--- src/logic/mmlr_pkg.sv ---
package mmlr_pkg;
  // Flash code space split.
  localparam logic [12:0] FLASH_USER_LO = 13'h0000;
  localparam logic [12:0] FLASH_USER_HI = 13'h07FF;
  localparam logic [12:0] FLASH_LOCK_LO = 13'h0800;
  localparam logic [12:0] FLASH_LOCK_HI = 13'h1FFF;
  // Flash page size in address bits and erase command codes.
  localparam int PAGE_BITS = 9;
  localparam logic [1:0] CMD_PAGE = 2'h1;
  localparam logic [1:0] CMD_MASS = 2'h2;
  // RAM and register space split.
  localparam logic [11:0] RAM_APP0_LO = 12'h000;
  localparam logic [11:0] RAM_APP0_HI = 12'h06F;
  localparam logic [11:0] RAM_ENG0_LO = 12'h070;
  localparam logic [11:0] RAM_ENG0_HI = 12'h0EF;
  localparam logic [11:0] RAM_SHR_LO = 12'h0F0;
  localparam logic [11:0] RAM_ADV_HI = 12'h0FF;
  localparam logic [11:0] RAM_SHR_HI = 12'h10F;
  localparam logic [11:0] RAM_APP1_LO = 12'h110;
  localparam logic [11:0] RAM_APP1_HI = 12'h18F;
  localparam logic [11:0] RAM_ENG1_LO = 12'h190;
  localparam logic [11:0] RAM_ENG1_HI = 12'h3FF;
  localparam logic [11:0] HOLE_LO = 12'h400;
  localparam logic [11:0] HOLE_HI = 12'hEFF;
  localparam logic [11:0] CREG_LO = 12'hF00;
  // Region codes of a data access.
  typedef enum logic [2:0] {
    MMLR_RG_APP, MMLR_RG_ENGINE, MMLR_RG_SHARED, MMLR_RG_ADVANCED, MMLR_RG_CTRL, MMLR_RG_HOLE
  } mmlr_region_e;
endpackage

--- src/logic/mmlr_sync.sv ---
`timescale 1ns/1ps
// Two-stage synchroniser for a pin level.
module mmlr_sync (
  input wire logic sys_clk,
  input wire logic srst,
  input wire logic din,
  output logic dout
);
  logic meta_q;

  // The first stage is read only by the second stage.
  always_ff @(posedge sys_clk) begin
    if (srst) begin
      meta_q <= 1'b1;
      dout <= 1'b1;
    end else begin
      meta_q <= din;
      dout <= meta_q;
    end
  end
endmodule

--- src/logic/mmlr_top.sv ---
`timescale 1ns/1ps
// Notes on behaviour
// - Refuse every page erase in locked flash region.
// - Low flash area erasable by user.
// - Two engine RAM ranges denied to application.
// - Two application RAM ranges, 240 bytes.
// - Top range decodes as control registers.
// - Middle hole maps no memory.
// - Shared window exchanges engine and application data.
// - Advanced registers in lower shared sixteen bytes.
// - Low reset pin puts device in reset.
// - Device drives reset pin low in reset.
// - One open-drain debug line, both directions.
module mmlr_top (
  input wire logic sys_clk,
  input wire logic srst,
  input wire logic reset_pin_in,
  output logic reset_pin_out,
  output logic reset_pin_oe,
  input wire logic debug_line_in,
  output logic debug_line_out,
  output logic debug_line_oe,
  input wire logic dbg_drive_low,
  output logic dbg_rx,
  input wire logic erase_req,
  input wire logic [1:0] erase_cmd,
  input wire logic [12:0] erase_addr,
  output logic erase_go,
  output logic erase_mass_user,
  output logic [12:0] erase_page_addr,
  output logic erase_refused,
  input wire logic data_req,
  input wire logic data_engine,
  input wire logic [11:0] data_addr,
  output logic data_ok,
  output logic data_fault,
  output logic [2:0] data_region,
  output logic core_reset
);
  logic rst_pin_s;
  logic dbg_s;
  logic in_lock;
  logic in_user;
  mmlr_pkg::mmlr_region_e region;
  logic allowed;

  // Pin levels enter through synchronisers.
  mmlr_sync u_rst_sync (
    .sys_clk(sys_clk),
    .srst(srst),
    .din(reset_pin_in),
    .dout(rst_pin_s)
  );
  mmlr_sync u_dbg_sync (
    .sys_clk(sys_clk),
    .srst(srst),
    .din(debug_line_in),
    .dout(dbg_s)
  );

  // Device is in reset while srst or the pin is low; it pulls the pin low then.
  // The pin data is a low level held in a flop, so the output leaves a register.
  always_ff @(posedge sys_clk) begin
    if (srst) begin
      core_reset <= 1'b1;
      reset_pin_oe <= 1'b1;
      reset_pin_out <= 1'b0;
    end else begin
      core_reset <= ~rst_pin_s;
      reset_pin_oe <= ~rst_pin_s;
      reset_pin_out <= 1'b0;
    end
  end

  // Open-drain debug line: drive low only, receive the settled level.
  always_ff @(posedge sys_clk) begin
    if (srst) begin
      debug_line_oe <= 1'b0;
      debug_line_out <= 1'b0;
      dbg_rx <= 1'b1;
    end else begin
      debug_line_oe <= dbg_drive_low;
      debug_line_out <= 1'b0;
      dbg_rx <= dbg_s;
    end
  end

  // Flash region decode.
  assign in_lock = erase_addr >= mmlr_pkg::FLASH_LOCK_LO;
  assign in_user = erase_addr <= mmlr_pkg::FLASH_USER_HI;

  // Erase filter: mass erase is cut down to the user area, page erase into the
  // locked area is refused, so no locked byte is ever touched.
  always_ff @(posedge sys_clk) begin
    if (srst) begin
      erase_go <= 1'b0;
      erase_mass_user <= 1'b0;
      erase_page_addr <= mmlr_pkg::FLASH_USER_LO;
      erase_refused <= 1'b0;
    end else begin
      erase_go <= 1'b0;
      erase_mass_user <= 1'b0;
      erase_refused <= 1'b0;
      if (erase_req) begin
        if (erase_cmd == mmlr_pkg::CMD_MASS) begin
          erase_go <= 1'b1;
          erase_mass_user <= 1'b1;
          erase_page_addr <= mmlr_pkg::FLASH_USER_LO;
        end else if (erase_cmd == mmlr_pkg::CMD_PAGE && in_user) begin
          erase_go <= 1'b1;
          erase_page_addr <= {erase_addr[12:mmlr_pkg::PAGE_BITS],
                              {mmlr_pkg::PAGE_BITS{1'b0}}};
        end else if (erase_cmd == mmlr_pkg::CMD_PAGE && in_lock) begin
          erase_refused <= 1'b1;
        end else begin
          erase_refused <= 1'b1;
        end
      end
    end
  end

  // RAM and register space decode.
  always_comb begin
    if (data_addr >= mmlr_pkg::CREG_LO) begin
      region = mmlr_pkg::MMLR_RG_CTRL;
    end else if (data_addr >= mmlr_pkg::HOLE_LO) begin
      region = mmlr_pkg::MMLR_RG_HOLE;
    end else if (data_addr >= mmlr_pkg::RAM_ENG1_LO) begin
      region = mmlr_pkg::MMLR_RG_ENGINE;
    end else if (data_addr >= mmlr_pkg::RAM_APP1_LO) begin
      region = mmlr_pkg::MMLR_RG_APP;
    end else if (data_addr > mmlr_pkg::RAM_ADV_HI) begin
      region = mmlr_pkg::MMLR_RG_SHARED;
    end else if (data_addr >= mmlr_pkg::RAM_SHR_LO) begin
      region = mmlr_pkg::MMLR_RG_ADVANCED;
    end else if (data_addr >= mmlr_pkg::RAM_ENG0_LO) begin
      region = mmlr_pkg::MMLR_RG_ENGINE;
    end else begin
      region = mmlr_pkg::MMLR_RG_APP;
    end
  end

  // Access permission by region and requester.
  always_comb begin
    case (region)
      mmlr_pkg::MMLR_RG_APP: allowed = ~data_engine;
      mmlr_pkg::MMLR_RG_ENGINE: allowed = data_engine;
      mmlr_pkg::MMLR_RG_SHARED: allowed = 1'b1;
      mmlr_pkg::MMLR_RG_ADVANCED: allowed = 1'b1;
      mmlr_pkg::MMLR_RG_CTRL: allowed = 1'b1;
      mmlr_pkg::MMLR_RG_HOLE: allowed = 1'b0;
      default: allowed = 1'b0;
    endcase
  end

  // Registered access answer, one cycle after the request.
  always_ff @(posedge sys_clk) begin
    if (srst) begin
      data_ok <= 1'b0;
      data_fault <= 1'b0;
      data_region <= mmlr_pkg::MMLR_RG_APP;
    end else begin
      data_ok <= data_req & allowed;
      data_fault <= data_req & ~allowed;
      data_region <= region;
    end
  end

  // Reset drives the pin low and holds the core.
  property p_rst_pin;
    @(posedge sys_clk) disable iff (srst) core_reset |-> reset_pin_oe;
  endproperty
  a_rst_pin: assert property (p_rst_pin) else $error("reset pin not driven in reset");

  property p_rst_in;
    @(posedge sys_clk) disable iff (srst) !rst_pin_s |=> core_reset;
  endproperty
  a_rst_in: assert property (p_rst_in) else $error("pin low did not reset");

  property p_lock_page;
    @(posedge sys_clk) disable iff (srst)
      erase_req && erase_cmd == mmlr_pkg::CMD_PAGE && erase_addr >= mmlr_pkg::FLASH_LOCK_LO
      |=> erase_refused && !erase_go;
  endproperty
  a_lock_page: assert property (p_lock_page) else $error("locked page erased");

  property p_go_user;
    @(posedge sys_clk) disable iff (srst) erase_go |-> erase_page_addr <= mmlr_pkg::FLASH_USER_HI;
  endproperty
  a_go_user: assert property (p_go_user) else $error("erase outside user area");

  property p_user_page;
    @(posedge sys_clk) disable iff (srst)
      erase_req && erase_cmd == mmlr_pkg::CMD_PAGE && erase_addr <= mmlr_pkg::FLASH_USER_HI
      |=> erase_go;
  endproperty
  a_user_page: assert property (p_user_page) else $error("user page not erased");

  property p_engine_ram;
    @(posedge sys_clk) disable iff (srst)
      data_req && !data_engine && data_addr >= mmlr_pkg::RAM_ENG1_LO
      && data_addr <= mmlr_pkg::RAM_ENG1_HI |=> data_fault;
  endproperty
  a_engine_ram: assert property (p_engine_ram) else $error("engine RAM open to app");

  property p_app_ram;
    @(posedge sys_clk) disable iff (srst)
      data_req && !data_engine && data_addr >= mmlr_pkg::RAM_APP1_LO
      && data_addr <= mmlr_pkg::RAM_APP1_HI |=> data_ok;
  endproperty
  a_app_ram: assert property (p_app_ram) else $error("app RAM refused");

  property p_hole;
    @(posedge sys_clk) disable iff (srst)
      data_req && data_addr >= mmlr_pkg::HOLE_LO && data_addr <= mmlr_pkg::HOLE_HI
      |=> data_fault && !data_ok;
  endproperty
  a_hole: assert property (p_hole) else $error("hole answered");

  property p_ctrl;
    @(posedge sys_clk) disable iff (srst) data_req && data_addr >= mmlr_pkg::CREG_LO |=> data_ok;
  endproperty
  a_ctrl: assert property (p_ctrl) else $error("control space refused");

  property p_adv;
    @(posedge sys_clk) disable iff (srst)
      data_req && data_addr >= mmlr_pkg::RAM_SHR_LO && data_addr <= mmlr_pkg::RAM_ADV_HI
      |=> data_ok && data_region == mmlr_pkg::MMLR_RG_ADVANCED;
  endproperty
  a_adv: assert property (p_adv) else $error("advanced window wrong");

  property p_dbg;
    @(posedge sys_clk) disable iff (srst) dbg_drive_low |=> debug_line_oe;
  endproperty
  a_dbg: assert property (p_dbg) else $error("debug line not driven");

  // A released debugger lets the wire go back to its pull-up.
  property p_dbg_release;
    @(posedge sys_clk) disable iff (srst) !dbg_drive_low |=> !debug_line_oe;
  endproperty
  a_dbg_release: assert property (p_dbg_release) else $error("debug line held low");

  // A settled high pin lets the core run again.
  property p_rst_release;
    @(posedge sys_clk) disable iff (srst) rst_pin_s |=> !core_reset && !reset_pin_oe;
  endproperty
  a_rst_release: assert property (p_rst_release) else $error("reset held with pin high");

  // Mass erase is narrowed to the user area instead of reaching locked code.
  property p_mass;
    @(posedge sys_clk) disable iff (srst)
      erase_req && erase_cmd == mmlr_pkg::CMD_MASS
      |=> erase_go && erase_mass_user && erase_page_addr == mmlr_pkg::FLASH_USER_LO;
  endproperty
  a_mass: assert property (p_mass) else $error("mass erase not limited");

  // Unknown command codes never start an erase.
  property p_bad_cmd;
    @(posedge sys_clk) disable iff (srst)
      erase_req && erase_cmd != mmlr_pkg::CMD_PAGE && erase_cmd != mmlr_pkg::CMD_MASS
      |=> erase_refused && !erase_go;
  endproperty
  a_bad_cmd: assert property (p_bad_cmd) else $error("bad erase command ran");

  // An erase answer is either a start or a refusal, never both.
  property p_erase_excl;
    @(posedge sys_clk) disable iff (srst) !(erase_go && erase_refused);
  endproperty
  a_erase_excl: assert property (p_erase_excl) else $error("erase both started and refused");

  // A data answer is either granted or faulted, never both.
  property p_data_excl;
    @(posedge sys_clk) disable iff (srst) !(data_ok && data_fault);
  endproperty
  a_data_excl: assert property (p_data_excl) else $error("data both ok and fault");

  // The lower engine range is closed to the application.
  property p_eng0;
    @(posedge sys_clk) disable iff (srst)
      data_req && !data_engine && data_addr >= mmlr_pkg::RAM_ENG0_LO
      && data_addr <= mmlr_pkg::RAM_ENG0_HI |=> data_fault;
  endproperty
  a_eng0: assert property (p_eng0) else $error("lower engine RAM open to app");

  // The lower application range is closed to the engine.
  property p_app0;
    @(posedge sys_clk) disable iff (srst)
      data_req && data_engine && data_addr <= mmlr_pkg::RAM_APP0_HI |=> data_fault;
  endproperty
  a_app0: assert property (p_app0) else $error("app RAM open to engine");

  // The upper shared range answers both requesters.
  property p_shared;
    @(posedge sys_clk) disable iff (srst)
      data_req && data_addr > mmlr_pkg::RAM_ADV_HI && data_addr <= mmlr_pkg::RAM_SHR_HI
      |=> data_ok && data_region == mmlr_pkg::MMLR_RG_SHARED;
  endproperty
  a_shared: assert property (p_shared) else $error("shared window wrong");
endmodule

--- config.mk ---
export PLATFORM = sky130hd
export DESIGN_NAME = mmlr_top
export DESIGN_NICKNAME = d
export VERILOG_FILES = /design/src/logic/mmlr_pkg.sv /design/src/logic/mmlr_sync.sv /design/src/logic/mmlr_top.sv
export SDC_FILE = /design/constraint.sdc
export NUM_CORES = 1
export LEC_CHECK = 0
export BUFFER_PORTS_ARGS = -buffer_cell sky130_fd_sc_hd__buf_2
export CORE_AREA = 3 3 49 56
export CTS_BUF_LIST = sky130_fd_sc_hd__clkbuf_2
export DETAILED_ROUTE_END_ITERATION = 6
export DIE_AREA = 0 0 52 59
export PLACE_DENSITY = 0.84
export REMOVE_ABC_BUFFERS = 1
export SYNTH_ARGS = -nofsm -noshare
export SYNTH_HDL_FRONTEND = slang
export SYNTH_SLANG_ARGS = --single-unit
export TNS_END_PERCENT = 5
--- constraint.sdc ---
create_clock -name sys_clk -period 1.65 [get_ports sys_clk]
set_input_delay 0.0825 -clock sys_clk [delete_from_list [all_inputs] [get_ports sys_clk]]
set_output_delay 0.0825 -clock sys_clk [all_outputs]
set_load 0.02 [all_outputs]
# Word-level counts from Yosys, hierarchy flattened
# Cells that the tools add are included.
dict set report word_totals {
  regBits 28
  input_bits 35
  output_inout_bits 27
  wordCells 55
}
dict set report op_classes {
  magnitude_cmp 8
  n_eq_ne 6
  mux 14
  bitwise 6
  n_reduce_logical 7
}
# operator count
set ops {}
lappend ops {{$mux W13} 2}
lappend ops {{$ge A12 B9 Y1 const B} 2}
lappend ops {{$le A13 B11 Y1 const B} 1}
lappend ops {{$ge A12 B11 Y1 const B} 1}
lappend ops {{$ge A12 B12 Y1 const B} 1}
lappend ops {{$ge A12 B7 Y1 const B} 1}
lappend ops {{$ge A12 B8 Y1 const B} 1}
lappend ops {{$gt A12 B8 Y1 const B} 1}
lappend ops {{$mux W2} 4}
lappend ops {{$eq A3 B2 Y1 const B} 2}
lappend ops {{$mux W3} 2}
lappend ops {{$reduce_or A3 Y1} 2}
lappend ops {{$mux W1} 5}
lappend ops {{$not A1 Y1} 4}
lappend ops {{$eq A3 B1 Y1 const B} 1}
lappend ops {{$eq A3 B3 Y1 const B} 1}
lappend ops {{$logic_not A3 Y1} 1}
lappend ops {{$pmux W1 S3} 1}
lappend ops {{$and A1 B1 Y1} 2}
lappend ops {{$eq A2 B1 Y1 const B} 1}
lappend ops {{$eq A2 B2 Y1 const B} 1}
lappend ops {{$reduce_and A2 Y1} 1}
lappend ops {{$reduce_bool A2 Y1} 1}
lappend ops {{$reduce_or A2 Y1} 1}
lappend ops {{$logic_and A1 B1 Y1} 1}

# Logic depth before layout (Yosys ltp)
dict set report depth {
  depth_word 13
  mapped_depth 4
}

# Modules after synthesis
# A second synthesis with hierarchy kept.
dict set report hier_totals {
  hier_cells 81
  hier_area_um2 774.5
}
# module instances cells_per_inst area_per_inst_um2 seq_area_each_um2
set by_module_without_submodules {}
lappend by_module_without_submodules {mmlr_top 1 73 669.4 300.3}
lappend by_module_without_submodules {mmlr_sync 2 4 52.6 40.0}

# Worst setup path before layout
# No wires, ideal clock.
dict set report synth_path {
  kind {input-to-reg}
  from {input port data_addr[4]}
  to {register data_ok}
  arrival_time_ps 1451
  required_ps 1535
  path_slack_ps 84
  cell_stages 4
  path_buffers 0
  path_cell_list {or3b_4 a211oi_4 mux2_2 a2111oi_0}
}
dict set report synth_between {
  elab_chain_len 12
}
# element line
set synth_lines {}
lappend synth_lines {{from (decl)} mmlr_top.sv:34} ;# input wire logic [11:0] data_addr,
lappend synth_lines {{$ge A12 B7 Y1} mmlr_top.sv:136} ;# end else if (data_addr >= mmlr_pkg::RAM_ENG0_LO) begin
lappend synth_lines {{$mux W1} mmlr_top.sv:136}
lappend synth_lines {{$mux W2} mmlr_top.sv:134} ;# end else if (data_addr >= mmlr_pkg::RAM_SHR_LO) begin
lappend synth_lines {{$mux W2} mmlr_top.sv:132} ;# end else if (data_addr > mmlr_pkg::RAM_ADV_HI) begin
lappend synth_lines {{$mux W2} mmlr_top.sv:130} ;# end else if (data_addr >= mmlr_pkg::RAM_APP1_LO) begin
lappend synth_lines {{$mux W2} mmlr_top.sv:128} ;# end else if (data_addr >= mmlr_pkg::RAM_ENG1_LO) begin
lappend synth_lines {{$mux W3} mmlr_top.sv:126} ;# end else if (data_addr >= mmlr_pkg::HOLE_LO) begin
lappend synth_lines {{$mux W3 (*)} mmlr_top.sv:124} ;# if (data_addr >= mmlr_pkg::CREG_LO) begin
lappend synth_lines {{$eq A3 B3 Y1 / $eq A3 B2 Y1 (equally long branches)} mmlr_top.sv:145} ;# case (region)
lappend synth_lines {{$reduce_or A3 Y1 (no line)} -}
lappend synth_lines {{$pmux W1 S3 (*)} mmlr_top.sv:145}
lappend synth_lines {{$and A1 B1 Y1 (*)} mmlr_top.sv:163} ;# data_ok <= data_req & allowed;
lappend synth_lines {{to (signal assigned)} mmlr_top.sv:163}
lappend synth_lines {{to (decl)} mmlr_top.sv:35} ;# output logic data_ok,
# Every way passes the cells marked *; elsewhere a longest branch is shown, timed or not.
# A chain may end at the register's enable or synchronous reset.

# Worst setup path in the final report
# Ends and elaborated chain as after synthesis.

==> flow_summary_export.csv <==
group,metric,value,unit
detailed_routing,first_pass_iters,1,
clock_tree,cts_sinks,19,
logic_synthesis,synth-main-ff-cell,"dfxtp_1",
power_and_ir_drop,switching_share,27.4,%
cells_and_area,nNetsFinal,161,
power_and_ir_drop,p_leak,0.491,nW
logic_synthesis,yosysTopAreaCellShare,47.6,%
global_route,grt_max_degree,18,
hold_path,min_path_cells,3,
worst_setup_path,crit_required,1830,ps
worst_setup_path,cp-startpoint,"data_addr[4]",
detailed_routing,wirelength,1590,um
die,rows,18,
worst_setup_path,crit_chain,"buf_2 -> or3b_4 -> a211oi_4 -> mux2_2 -> a2111oi_0",
clock_tree,cts-root-buf,"clkbuf_2",
hold_path,hold_path_class,"primary input to flop",
worst_setup_path,worstRegToRegCells,1,
timing,final-setup-viol-count,0,
die,fp.dieW,52,um
power_and_ir_drop,pwr-share-comb,18.8,%
logic_synthesis,syn-cell-area,800,um^2
cells_and_area,largest_reg_flops,4,
timing,post-route-min-period,1430,ps
cells_and_area,drive_gt1_share,44.0,%
logic_synthesis,async_flop_share,0,%
power_and_ir_drop,p_clk_share,22.5,%
die,fp.coreArea,2230,um^2
detailed_routing,via_per_inst,4.41,
global_route,antenna_found_initial,0,
clock_tree,cts.repair.resized,0,
detailed_routing,drc,0,
clock_tree,cts_max_level,1,
timing,clock_skew,0.0774,ps
cells_and_area,regMostFlops,"erase_page_addr",
placement,gp_congestion,0.674,
logic_synthesis,avgSynthCellArea,9.87,um^2
cells_and_area,utilization,46.6,%
clock_tree,clkLatencyLatePin,290,ps
timing,rsz0062_at_grt,"false",
logic_synthesis,synth_area_leaders,"dfxtp_1 48%, buf_4 11%, or2_2 4.7%, nand2b_1 3.9%, nor2b_1 3.1%",
clock_tree,cts_max_path_buffers,2,
detailed_routing,drt_iter0_markers,0,
worst_setup_path,critPathCaptureType,"flop",
die,die_h,59,um
global_route,grt_pass1_vias,668,
run_status,status,"finished, final reports clean",
power_and_ir_drop,power.density,787,nW/um^2
logic_synthesis,ys_seq_elements,19,
clock_tree,path_clk_slew,170,ps
global_route,track_usage,11.0,%
cells_and_area,diodes,0,
logic_synthesis,synth_enable_flop_cells,0,
logic_synthesis,yosysWarnings,0,
logic_synthesis,ys_seq_area_share,47.6,%
placement,io_buffers,37,
die,dieArea,3070,um^2
clock_tree,cts_tree,"yes",
power_and_ir_drop,p_int,594,uW
die,ios,62,
power_and_ir_drop,power_switching,224,uW
timing,hold_violations,0,
die,initial_core_util,35.9,%
worst_setup_path,arrival,1600,ps
global_route,grt-ovfl-total,0,
logic_synthesis,postSynthCellCount,81,
timing,final_max_slew_viol_count,0,
timing,finalCritPeriodShare,86.5,%
flow_run,maxCapViolations,0,
placement,place_ws,-62.7,ps
worst_setup_path,critPathKind,"primary input to flop",
worst_setup_path,rrSetupSlack,970,ps
logic_synthesis,ys_types,27,
worst_setup_path,r2r_start,"u_rst_sync.meta_q$_SDFF_PP1_",
worst_setup_path,crit_fanout,3,
detailed_routing,vias,683,
logic_synthesis,synth_top_area_cell,"dfxtp_1",
clock_tree,cts_inserted_buffers,3,
detailed_routing,wire_per_inst,10.2,um
worst_setup_path,critPathLaunchType,"primary input",
power_and_ir_drop,p_seq_share,58.7,%
timing,max_freq,0.701,GHz
detailed_routing,ant_nets,0,
timing,worst_slack,224,ps
worst_setup_path,slowest_stage,"or3b_4",
power_and_ir_drop,ir_worst_vdd,0.328,mV
worst_setup_path,slowest_delay,410,ps
cells_and_area,syn_to_final_growth,29.9,%
cells_and_area,top_regs,"erase_page_addr: 4 flops, data_region: 3 flops",
worst_setup_path,crit_path_end,"data_ok$_SDFF_PP0_",
cells_and_area,fillCellCount,213,
worst_setup_path,worst_r2r_endpoint,"u_rst_sync.dout$_SDFF_PP1_",
global_route,grt_pass1_wl,2590,um
==> cell usage after synthesis (2+ instances only) <==
| cell | number |
|---|---|
| dfxtp_1 | 19 |
| buf_4 | 12 |
| nor2_1 | 6 |
| or2_2 | 6 |
| nand2b_1 | 5 |
| nor2b_1 | 4 |
| a21oi_1 | 3 |
| and2_1 | 3 |
| nand4_1 | 3 |
| nand2_1 | 2 |
| nor3_1 | 2 |
==> power by group through the flow <==
stage | Sequential [mW] | Combinational, mW | Clock, mW
final | 0.480 | 0.154 | 0.184
after floorplan | 0.508 | 0.0659 | 0
after detailed placement | 0.490 | 0.148 | 0
after global routing | 0.482 | 0.169 | 0.212
after CTS | 0.480 | 0.154 | 0.192
after global placement | 0.489 | 0.143 | 0
==> repair_timing <==
| item | CTS | global route |
|---|---|---|
| endpoints found under the hold margin | 3 | 0 |
| setup buffers | 0 | 0 |
| hold buffers | 3 | 0 |
==> metrics by stage <==
stage               hold WS [ps]  TNS [ps]  area [um^2]  total power, mW  instances
floorplan                    151         0          743            0.574         78
global placement             267     -33.1          988            0.632        148
detailed placement           272     -62.7          988            0.638        148
CTS                         29.1         0         1040            0.826        155
global route                24.4         0         1040            0.863        155
finish                      44.9         0         1040            0.818        155
==> cells by family (layout without fill, tap and decap cells) <==
group,after synthesis,count (layout),synth area share [%]
buffers and inverters,14,48,12.2
AOI/OAI and AO/OA,10,10,11.1
muxes,1,1,1.41
and+or+nand+nor,36,36,27.2
other,1,11,0.469
DFF,19,19,47.6
==> placed cells by master, fill, tap and decap left out, drive strengths merged <==
| cell type | count |
|---|---|
| inv | 1 |
| nor3 | 2 |
| clkinv | 1 |
| clkbuf | 3 |
| a2111oi | 2 |
| nand4 | 3 |
| buf | 40 |
| nor2b | 4 |
| a211oi | 2 |
| dlygate4sd3 | 3 |
| nor3b | 1 |
| and4b | 1 |
| and2 | 3 |
| conb | 11 |
| dfxtp | 19 |
| o22a | 1 |
| or2 | 6 |
| nor4b | 1 |
| nor2 | 6 |
| and4 | 1 |
| o21ai | 1 |
| nand2b | 5 |
| nand2 | 2 |
| mux2 | 1 |
| a21oi | 4 |
| or3b | 1 |
==> routing by layer <==
| metal | GRT usage, % | up-vias | part of all wire [%] |
|---|---|---|---|
| met4 | 5.62 | 0 | 0.76 |
| met1 | 11.0 | 303 | 36 |
| li1 | - | 339 | - |
| met2 | 21.2 | 39 | 49 |
| met3 | 2.02 | 2 | 14 |
| met5 | 0 | - | 0 |
==> critical path: cells and delay by family <==
family / cells / cell delay [ps]
buffers and inverters: 1 / 110
muxes: 1 / 360
and+or+nand+nor: 1 / 410
AOI/OAI and AO/OA: 2 / 630
==> worst min-delay path by stage <==
stage	from	end	slack [ps]
global placement	debug_line_in	u_dbg_sync.meta_q$_SDFF_PP1_	270
floorplan	srst	data_fault$_SDFF_PP0_	150
global route	data_req	data_fault$_SDFF_PP0_	20
detailed placement	reset_pin_in	u_rst_sync.meta_q$_SDFF_PP1_	270
CTS	data_req	data_fault$_SDFF_PP0_	30
finish	data_req	data_fault$_SDFF_PP0_	40
==> final cells by class <==
| type | count | area [um^2] | share of cell area, % |
|---|---|---|---|
| inverters | 1 | 3.75 | 0.361 |
| multi-input cells | 58 | 359 | 34.6 |
| flip-flops and latches | 19 | 380 | 36.6 |
| clock inverters | 1 | 5.00 | 0.482 |
| clock buffers | 3 | 15.0 | 1.45 |
| repair buffers | 43 | 238 | 22.9 |
| well taps | 30 | 37.5 | 3.61 |
Power figures use the tool's default switching activity.
